<file path="config.mk">
export PLATFORM = sky130hd
export DESIGN_NAME = audio_serial_out
export DESIGN_NICKNAME = d
export VERILOG_FILES = /design/src/verilog/audio_out_pkg.sv /design/src/verilog/audio_serial_out.sv /design/src/verilog/pin_sync.sv
export SDC_FILE = /design/constraint.sdc
export NUM_CORES = 1
export LEC_CHECK = 0
export ABC_CLOCK_PERIOD_IN_PS = 4400
export BUFFER_PORTS_ARGS = -buffer_cell sky130_fd_sc_hd__buf_2
export CAP_MARGIN = 10
export CORE_UTILIZATION = 30
export DETAILED_ROUTE_END_ITERATION = 7
export PLACE_DENSITY = 0.5
export SLEW_MARGIN = 20
export SYNTH_ARGS = -nofsm -noshare
export SYNTH_HDL_FRONTEND = slang
export SYNTH_HIERARCHICAL = 1
export SYNTH_SLANG_ARGS = --single-unit
</file>
<file path="constraint.sdc">
create_clock -name i_clock -period 4.4 [get_ports i_clock]
set_input_delay 1.1 -clock i_clock [delete_from_list [all_inputs] [get_ports i_clock]]
set_output_delay 1.1 -clock i_clock [all_outputs]
set_load 0.02 [all_outputs]
</file>
<file path="src/verilog/audio_out_pkg.sv">
// constants shared by the serial audio output port
package audio_out_pkg;

  localparam int          SAMPLE_W      = 16;
  localparam int          ADDR_W        = 4;
  localparam int          DATA_W        = 8;

  // register offsets
  localparam logic [3:0]  CTRL_ADDR     = 4'h0;
  localparam logic [3:0]  STATUS_ADDR   = 4'h1;

  // control field positions
  localparam int          FMT_LSB       = 0;
  localparam int          POL_BIT       = 2;
  localparam int          SHIFT_BIT     = 3;
  localparam int          MASTER_BIT    = 4;
  localparam int          RATE_LSB      = 5;
  localparam logic [7:0]  CTRL_RESET    = 8'h20;

  // status field positions
  localparam int          STAT_BCLK_BIT = 0;
  localparam int          STAT_FRM_BIT  = 1;
  localparam int          STAT_BUSY_BIT = 2;

  // format_select codes
  localparam logic [1:0]  FMT_DSP       = 2'h0;
  localparam logic [1:0]  FMT_RSVD      = 2'h1;
  localparam logic [1:0]  FMT_MSBJ      = 2'h2;
  localparam logic [1:0]  FMT_I2S       = 2'h3;

  // bit_clk_rate_select codes
  localparam logic [1:0]  RATE_32FS     = 2'h1;
  localparam logic [1:0]  RATE_64FS     = 2'h2;
  localparam logic [4:0]  HALF_LAST_32  = 5'h0F;
  localparam logic [4:0]  HALF_LAST_64  = 5'h1F;

  // master bit clock timing
  localparam int          CLK_PERIOD_NS  = 100;
  localparam int          BCLK_PERIOD_NS = 800;
  localparam int          BCLK_HALF_CYC  = ((BCLK_PERIOD_NS / 2) / CLK_PERIOD_NS) < 1 ? 1 :
                                           ((BCLK_PERIOD_NS / 2) / CLK_PERIOD_NS);

  typedef enum logic [2:0] {
    DSP_IDLE,
    DSP_WAIT_R1,
    DSP_WAIT_F1,
    DSP_WAIT_R2,
    DSP_RUN
  } eng_state_t;

endpackage : audio_out_pkg

</file>
<file path="src/verilog/audio_serial_out.sv">
// serial audio output port: formats, clocking and register file
//
// The implementer's own choices: the address-and-strobe port and the register offsets.
`timescale 1ns/1ps

// Overview of operation
// - samples go out MSB first, two's complement
// - format_select picks DSP, reserved, MSB-justified, I2S
// - every format but reserved works as master or slave
// - master drives clocks; slave takes external clocks
// - justified and I2S data change on falling edge
// - same sample sent twice per frame
// - DSP slots 16-31 repeat slots 0-15
// - both frame halves carry the same word
// - DSP launches on rising or falling per polarity
// - shift delays DSP MSB by one bit, pol0 only
// - shift0 pol0: MSB at first rising edge
// - shift0 pol1: MSB at first falling edge
// - shift1 pol0: MSB at second rising edge
// - shift1 pol1: MSB at first falling edge
// - master bit clock is 32fs or 64fs
module audio_serial_out
  import audio_out_pkg::*;
#(
  parameter int HALF_CYC = BCLK_HALF_CYC
) (
  input  wire logic                i_clock,
  input  wire logic                i_resetn,
  input  wire logic                i_clk_en,
  input  wire logic [ADDR_W-1:0]   i_addr,
  input  wire logic [DATA_W-1:0]   i_wdata,
  input  wire logic                i_wr,
  input  wire logic                i_rd,
  output logic      [DATA_W-1:0]   o_rdata,
  input  wire logic [SAMPLE_W-1:0] i_sample,
  input  wire logic                i_sample_valid,
  input  wire logic                i_ext_bit_clk_in,
  input  wire logic                i_ext_frame_clk_in,
  output logic                     o_bit_clk_out,
  output logic                     o_frame_clk_out,
  output logic                     o_serial_data_out
);

  localparam int HALF_W = $clog2(HALF_CYC + 1);

  generate
    if (HALF_CYC < 1) begin : g_bad_half
      $error("HALF_CYC must be at least one clock cycle");
    end
  endgenerate

  logic [DATA_W-1:0]   ctrl_r;
  logic [DATA_W-1:0]   rdata_r;
  logic [SAMPLE_W-1:0] held_r;
  logic [SAMPLE_W-1:0] word_r;
  logic [1:0]          sync_q;
  logic [HALF_W-1:0]   div_r;
  logic                bclk_gen_r;
  logic                frame_gen_r;
  logic [4:0]          bitcnt_r;
  logic                bclk_q_r;
  logic                frm_q_r;
  logic [31:0]         shift_r;
  logic [5:0]          left_r;
  logic                sdo_r;
  eng_state_t          st_r;

  logic [1:0]          fmt;
  logic                pol;
  logic                shift;
  logic                master;
  logic [1:0]          rate;
  logic [4:0]          half_last;
  logic                bclk_lv;
  logic                frm_lv;
  logic                rise_e;
  logic                fall_e;
  logic                frm_rise;
  logic                frm_fall;
  logic                launch_e;
  logic                dsp_start;
  logic                frame_edge;
  logic                first_emit;
  logic                run_emit;
  logic [SAMPLE_W-1:0] load_word;
  logic [DATA_W-1:0]   status;

  assign fmt    = ctrl_r[FMT_LSB +: 2];
  assign pol    = ctrl_r[POL_BIT];
  assign shift  = ctrl_r[SHIFT_BIT];
  assign master = ctrl_r[MASTER_BIT];
  assign rate   = ctrl_r[RATE_LSB +: 2];

  // register file
  always_ff @(posedge i_clock) begin
    if (!i_resetn) begin
      ctrl_r <= CTRL_RESET;
    end else if (i_clk_en && i_wr && (i_addr == CTRL_ADDR)) begin
      ctrl_r <= i_wdata;
    end
  end

  always_comb begin
    status                = '0;
    status[STAT_BCLK_BIT] = bclk_q_r;
    status[STAT_FRM_BIT]  = frm_q_r;
    status[STAT_BUSY_BIT] = (st_r != DSP_IDLE);
  end

  // read data stands only in the cycle after the strobe
  always_ff @(posedge i_clock) begin
    if (!i_resetn) begin
      rdata_r <= '0;
    end else if (i_clk_en) begin
      if (i_rd && (i_addr == CTRL_ADDR)) begin
        rdata_r <= ctrl_r;
      end else if (i_rd && (i_addr == STATUS_ADDR)) begin
        rdata_r <= status;
      end else begin
        rdata_r <= '0;
      end
    end
  end

  assign o_rdata = rdata_r;

  // newest converter sample, picked up at each frame start
  always_ff @(posedge i_clock) begin
    if (!i_resetn) begin
      held_r <= '0;
    end else if (i_clk_en && i_sample_valid) begin
      held_r <= i_sample;
    end
  end

  pin_sync #(
    .W (2)
  ) u_sync (
    .i_clock  (i_clock),
    .i_resetn (i_resetn),
    .i_clk_en (i_clk_en),
    .i_d      ({i_ext_bit_clk_in, i_ext_frame_clk_in}),
    .o_q      (sync_q)
  );

  // unused rate codes fall back to 32fs
  assign half_last = (rate == RATE_64FS) ? HALF_LAST_64 : HALF_LAST_32;

  // master clock generator; held low in slave mode
  always_ff @(posedge i_clock) begin
    if (!i_resetn || (i_clk_en && !master)) begin
      div_r       <= '0;
      bclk_gen_r  <= 1'b0;
      frame_gen_r <= 1'b0;
      bitcnt_r    <= '0;
    end else if (i_clk_en) begin
      if (div_r == HALF_W'(HALF_CYC - 1)) begin
        div_r      <= '0;
        bclk_gen_r <= ~bclk_gen_r;
        if (bclk_gen_r) begin
          // frame toggles on a falling bit clock edge
          if (bitcnt_r == half_last) begin
            bitcnt_r    <= '0;
            frame_gen_r <= ~frame_gen_r;
          end else begin
            bitcnt_r <= 5'(bitcnt_r + 5'h01);
          end
        end
      end else begin
        div_r <= HALF_W'(div_r + 1'b1);
      end
    end
  end

  assign o_bit_clk_out   = bclk_gen_r;
  assign o_frame_clk_out = frame_gen_r;

  // one edge detector serves both clock sources
  assign bclk_lv = master ? bclk_gen_r  : sync_q[1];
  assign frm_lv  = master ? frame_gen_r : sync_q[0];

  always_ff @(posedge i_clock) begin
    if (!i_resetn) begin
      bclk_q_r <= 1'b0;
      frm_q_r  <= 1'b0;
    end else if (i_clk_en) begin
      bclk_q_r <= bclk_lv;
      frm_q_r  <= frm_lv;
    end
  end

  assign rise_e   = bclk_lv & ~bclk_q_r;
  assign fall_e   = ~bclk_lv & bclk_q_r;
  assign frm_rise = frm_lv & ~frm_q_r;
  assign frm_fall = ~frm_lv & frm_q_r;

  assign launch_e   = (fmt == FMT_DSP) ? (pol ? fall_e : rise_e) : fall_e;
  assign dsp_start  = (fmt == FMT_DSP) && frm_rise;
  assign frame_edge = fmt[1] && (frm_rise || frm_fall);
  assign load_word  = frm_rise ? held_r : word_r;

  // where the DSP MSB lands relative to the first bit clock pulse
  always_comb begin
    first_emit = 1'b0;
    // a wait state left over from DSP must not launch in the other formats
    if (fmt == FMT_DSP) begin
      case (st_r)
        DSP_WAIT_R1: first_emit = rise_e && !pol && !shift;
        DSP_WAIT_F1: first_emit = fall_e && pol;
        DSP_WAIT_R2: first_emit = rise_e;
        default:     first_emit = 1'b0;
      endcase
    end
  end

  assign run_emit = (st_r == DSP_RUN) && launch_e;

  // serial engine
  always_ff @(posedge i_clock) begin
    if (!i_resetn) begin
      st_r    <= DSP_IDLE;
      shift_r <= '0;
      left_r  <= '0;
      sdo_r   <= 1'b0;
      word_r  <= '0;
    end else if (i_clk_en) begin
      if (fmt == FMT_RSVD) begin
        st_r   <= DSP_IDLE;
        sdo_r  <= 1'b0;
        left_r <= '0;
      end else if (dsp_start) begin
        word_r  <= held_r;
        shift_r <= {held_r, held_r};
        left_r  <= 6'h20;
        st_r    <= DSP_WAIT_R1;
      end else if (frame_edge) begin
        if (frm_rise) begin
          word_r <= held_r;
        end
        if (fmt == FMT_MSBJ) begin
          sdo_r   <= load_word[SAMPLE_W-1];
          shift_r <= {load_word[SAMPLE_W-2:0], 17'h00000};
          left_r  <= 6'h0F;
        end else begin
          shift_r <= {load_word, 16'h0000};
          left_r  <= 6'h10;
        end
        st_r <= DSP_RUN;
      end else if (first_emit || run_emit) begin
        if (left_r != 6'h00) begin
          sdo_r   <= shift_r[31];
          shift_r <= {shift_r[30:0], 1'b0};
          left_r  <= 6'(left_r - 6'h01);
          st_r    <= DSP_RUN;
        end else begin
          sdo_r <= 1'b0;
          st_r  <= DSP_IDLE;
        end
      end else if ((st_r == DSP_WAIT_R1) && rise_e) begin
        st_r <= DSP_WAIT_F1;
      end else if ((st_r == DSP_WAIT_F1) && fall_e) begin
        st_r <= DSP_WAIT_R2;
      end
    end
  end

  assign o_serial_data_out = sdo_r;
endmodule : audio_serial_out

</file>
<file path="src/verilog/pin_sync.sv">
// two-flop synchroniser for pins from outside the clock domain
`timescale 1ns/1ps
module pin_sync #(
  parameter int W = 2
) (
  input  wire logic         i_clock,
  input  wire logic         i_resetn,
  input  wire logic         i_clk_en,
  input  wire logic [W-1:0] i_d,
  output logic      [W-1:0] o_q
);

  generate
    if (W < 1) begin : g_bad_width
      $error("W must be at least one");
    end
  endgenerate

  logic [W-1:0] meta_r;

  always_ff @(posedge i_clock) begin
    if (!i_resetn) begin
      meta_r <= '0;
      o_q    <= '0;
    end else if (i_clk_en) begin
      meta_r <= i_d;
      o_q    <= meta_r;
    end
  end

endmodule : pin_sync
</file>
Yosys cells after proc, flatten, opt, wreduce, memory -nomap -nowiden
Cells that the tools add are included.

Mux-type cells: 38. $add $sub $neg: 3. Equality and inequality tests: 12. Reductions and logical operators: 40. Bitwise gates (word level): 11.

Operator list (number): $mux W32 (5); $mux W16 (3); $mux W6 (5); $mux W3 (9); $mux W5 (3); $logic_and A1 B1 Y1 (14); $reduce_and A4 Y1 (3); $reduce_bool A3 Y1 (4); $reduce_bool A6 Y1 (2); $mux W1 (11); $eq A3 B2 Y1 const B (3); $reduce_and A3 Y1 (3); $mux W8 (1); $reduce_bool A4 Y1 (2); $not A1 Y1 (7); $sub A6 B1 Y6 const B (1); $add A5 B1 Y5 const B (1); $eq A5 B5 Y1 (1); $and A1 B1 Y1 (4); $eq A2 B2 Y1 const B (2); $eq A4 B1 Y1 const B (1); $logic_not A1 Y1 (4); $logic_not A4 Y1 (1); $reduce_and A2 Y1 (2); 10 further kinds (12).

Output and inout port bits: 11. Flip-flop bits (word level): 106. Logic and storage cells: 120.

Depth between registers and ports, before layout
Word-level depth: 11. Depth in mapped cells: 10. Mapped depth without buffers: 8.

Cells and area by module
The synthesis kept the hierarchy.

By module, submodules not included: audio_serial_out (times used 1, area each 5252.5 um2, cells an instance 649, seq. area each 2042.0 um2); pin_sync (times used 1, area each 156.4 um2, cells an instance 13, seq. area each 80.1 um2).

Worst setup path before layout
Ideal clock, no wire load.

Path type: register to register. Start: register ctrl_r[4]. End: register word_r[0]. Library setup time: 116 ps. Data required time: 4284 ps. Period minus slack after synthesis: 2497 ps. Setup slack: 1903 ps. Buffers on the path: 1. Cell stages (with the launch flop): 10. Data arrival time: 2381 ps. Path through: dfxtp_1 -> mux2_2 -> ha_1 -> nor2b_1 -> nor2_1 -> nor2_1 -> nand2_1 -> buf_2 -> mux2i_1 -> nor2b_1.

Longest elaborated chain between the ends: 7. Elaborated cells between the ends (all ways): 12.

Ends and longest elaborated chain: start: declaration (RTL line audio_serial_out.sv:52) `logic [DATA_W-1:0] ctrl_r;`; start signal: assignment (RTL line audio_serial_out.sv:99) `ctrl_r <= i_wdata;`; $mux W1 (*) (RTL line audio_serial_out.sv:180) `assign frm_lv = master ? frame_gen_r : sync_q[0];`; named net frm_lv (RTL line audio_serial_out.sv:75) `logic frm_lv;`; $not A1 Y1 (RTL line audio_serial_out.sv:195) `assign frm_fall = ~frm_lv & frm_q_r;`; $and A1 B1 Y1 (RTL line audio_serial_out.sv:195); $logic_or A1 B1 Y1 (RTL line audio_serial_out.sv:199) `assign frame_edge = fmt[1] && (frm_rise || frm_fall);`; $logic_and A1 B1 Y1 (RTL line audio_serial_out.sv:199); $reduce_bool A2 Y1 (no line); $reduce_and A3 Y1 (no line); end signal: assignment (RTL line audio_serial_out.sv:232) `word_r <= held_r;`; end signal: assignment (RTL line audio_serial_out.sv:238) `word_r <= held_r;`; end: declaration (RTL line audio_serial_out.sv:55) `logic [SAMPLE_W-1:0] word_r;`.

The timed path passes the listed nets; every way through them passes the cells marked *. The select of a mux whose other input is x is not followed. A chain may end at the register's enable or synchronous reset.

Worst setup path in the final report
Start: register ctrl_r[4]. End: register word_r[5].

Same word-level chain as after synthesis.

==> flow_metrics.env <==
export IMPL_postSynth_asyncResetShare_pct=0
export IMPL_hp_start="div_r[2]"
export IMPL_powerDensity_nw_per_um2=314
export IMPL_path_delay_family="simple AND/OR/NAND/NOR gates"
export IMPL_synth_seq_cells=106
export IMPL_cp_end_kind="flip-flop"
export IMPL_leakage_uw=0.00259
export IMPL_worst_slew_pin_slew_ns=0.924
export IMPL_start_util_pct=30.9
export IMPL_antennaDiodeCount=0
export IMPL_fin_nets=717
export IMPL_hold_buffers=0
export IMPL_grt_ovfl_total=0
export IMPL_cap_violations=0
export IMPL_drc_errors=0
export IMPL_dp_cells=890
export IMPL_critPathKind="reg2reg"
export IMPL_grt_use_total_pct=16.2
export IMPL_place_congestion=0.777
export IMPL_worst_hold_path_type="reg2reg"
export IMPL_finalSetupViolCount=0
export IMPL_post_cts_setup_buffers=0
export IMPL_cp_max_fo=23
export IMPL_crit_buf_inv=1
export IMPL_rsz0062_at_grt="no"
export IMPL_antenna_found_initial=0
export IMPL_start_kind="flip-flop"
export IMPL_syn_area_um2=5410
export IMPL_period_minus_slack_ns=3.17
export IMPL_dp_hpwl_mm=9.42
export IMPL_die_area_um2=18600
export IMPL_synth_edf_count=0
export IMPL_hold_violations=0
export IMPL_core_area_um2=17500
export IMPL_drt_initial_drc_count=343
export IMPL_clock_fmax_mhz=316
export IMPL_startpoint="ctrl_r[4]"
export IMPL_worstPathRequired_ns=4.64
export IMPL_clock_tree_root_cell="clkbuf_16"
export IMPL_cts_buffers=9
export IMPL_drt_first_pass_iters=5
export IMPL_clk_latency_ns=0.35
export IMPL_ys_types=61
export IMPL_fin_cells=905
export IMPL_ctsResizeCount=0
export IMPL_power_total_uw=1900
export IMPL_tritoncts="yes"
export IMPL_die_h_um=136
export IMPL_reg2reg_from="ctrl_r[4]"
export IMPL_grt_max_degree=85
export IMPL_seqCellArea_um2=2120
export IMPL_cpMaxStageDelayCell="nand2_1"
export IMPL_outcome="finished, final reports clean"
export IMPL_fillers=1856
export IMPL_ioPinCount=47
export IMPL_port_buffers=46
export IMPL_cts_sinks=106
export IMPL_synth_ff_type="dfxtp_1"
export IMPL_path_depth=9
export IMPL_crit_arrival_ns=3.41
export IMPL_die_w_um=136
export IMPL_grt_pass1_vias=4632
export IMPL_multi_input_area_um2=3040
export IMPL_synth_nets=703
export IMPL_final_common_cell="nand2_1"
export IMPL_max_slew_margin_pct=38.4
export IMPL_whs_ns=0.445
export IMPL_ant_nets=0
export IMPL_utilization_pct=34.6
export IMPL_syn_area_per_cell_um2=8.17
export IMPL_critPathMaxStageDelay_ns=0.56
export IMPL_drt_vias_per_instance=5.20
export IMPL_ff2ff_path_depth=9
export IMPL_post_route_period_util_pct=72.0
export IMPL_clockBufferDepth=2
export IMPL_final_layout_size_suffix_gt1_share_pct=12.9
export IMPL_yosys_warnings=6
export IMPL_num_rows=48
export IMPL_fin_worst_skew_ns=0.00777
export IMPL_final_max_slew_viol_count=0
export IMPL_vias=4710
export IMPL_path_clk_slew_ns=0.07
export IMPL_final_cell_mix="nand2_1 (127), dfxtp_1 (106), mux2i_1 (48)"
export IMPL_area_delta_synth_final_pct=11.9
export IMPL_htreeDepth=3
export IMPL_ir_drop_mv=0.171
export IMPL_wl_per_cell_um=15.5
export IMPL_syn_inst=662
export IMPL_tns_ns=0
export IMPL_worstPathCellList="mux2_2 -> ha_1 -> nor2b_1 -> buf_4 -> nor2_1 -> nor2_1 -> nand2_1 -> mux2i_1 -> nor2b_1"
export IMPL_worst_hold_path_num_cells=2
export IMPL_yosysSeqAreaShare_pct=39.2
export IMPL_drt_wl_total_mm=14.1
export IMPL_grt_first_pass_wirelength_mm=23.9
## layout make-up
class,count,share of cell area (%)
multi-input combinational,497,50.2
sequential,106,35.1
timing repair buffer,56,5.04
tap,225,4.65
clock buffer,10,3.95
clock inverter,5,0.744
inverter,6,0.372
## worst paths after layout
kind | to | slack (ns)
worst max register to register | word_r[5] | 1.23
worst min-delay path | div_r[2] | 0.45
worst max-delay path | word_r[5] | 1.23
worst min register to register | div_r[2] | 0.45
## Yosys cell counts, types with 2 or more instances
cell type | instances | area share (%)
nand3b_1 | 2 | 0.28
a221oi_1 | 2 | 0.32
dfxtp_1 | 106 | 39
inv_1 | 5 | 0.35
and2_1 | 4 | 0.46
o211ai_1 | 6 | 0.83
nor4_1 | 3 | 0.35
nand2_1 | 127 | 8.8
a21boi_0 | 16 | 2.2
nand4_1 | 28 | 3.2
buf_4 | 3 | 0.42
clkbuf_1 | 39 | 2.7
xor2_1 | 3 | 0.49
nand3_1 | 31 | 2.9
o21ai_1 | 19 | 1.8
a31o_2 | 6 | 0.97
nor2_1 | 34 | 2.4
o21ai_0 | 10 | 0.93
buf_6 | 2 | 0.42
a21oi_1 | 40 | 3.7
mux2i_1 | 48 | 8.9
o311a_1 | 2 | 0.37
buf_2 | 6 | 0.56
a22oi_1 | 6 | 0.83
o211a_1 | 21 | 3.9
buf_1 | 3 | 0.21
nor2b_1 | 37 | 4.3
ha_1 | 5 | 1.2
nand2b_1 | 6 | 0.69
and3_1 | 3 | 0.35
nor3_1 | 9 | 0.83
## layer usage
layer	part of all wire, %	track usage [%]	wire length (um)
met2	46	26.5	6490
met1	49	21.6	6870
met3	3.8	2.95	530
met4	1.2	4.38	169
met5	0	0	0
## through the flow
| stage | area (um^2) | worst slack [ns] |
|---|---|---|
| final | 6050 | 1.23 |
| after global placement | 5770 | 1.27 |
| after detailed placement | 5770 | 1.18 |
| after CTS | 6050 | 1.24 |
| after floorplan | 5410 | 1.90 |
| after global routing | 6050 | 0.898 |
## power by group
part	total, uW	internal [uW]	leakage, uW	switching [uW]
clock	788	407	0.000138	381
sequential	988	971	0.000857	16.9
combinational	124	48.4	0.00159	75.2
## registers in the layout, indices dropped and copies added (netlist names)
name / count
u_sync/meta_r: 2
shift_r: 32
word_r: 16
o_serial_data_out: 1
u_sync/o_q: 2
frm_q_r: 1
bclk_q_r: 1
o_rdata: 8
left_r: 6
o_bit_clk_out: 1
bitcnt_r: 5
st_r: 3
held_r: 16
ctrl_r: 8
o_frame_clk_out: 1
div_r: 3
## worst register-to-register path, stage by stage (launching register included)
cell	delay [ns]
dfxtp_1	0.46
mux2_2	0.39
ha_1	0.33
nor2b_1	0.12
buf_4	0.28
nor2_1	0.17
nor2_1	0.38
nand2_1	0.56
mux2i_1	0.31
nor2b_1	0.07
## logic make-up after synthesis
family	count (synthesis)	synth area share (%)
and+or+nand+nor	295	26.5
AOI/OAI and AO/OA	144	18.4
DFF	106	39.2
buffers and inverters	59	4.72
muxes	50	9.51
adders and majority gates	5	1.16
xor gates and xnor gates	3	0.486
(Power assumes the default switching activity.)
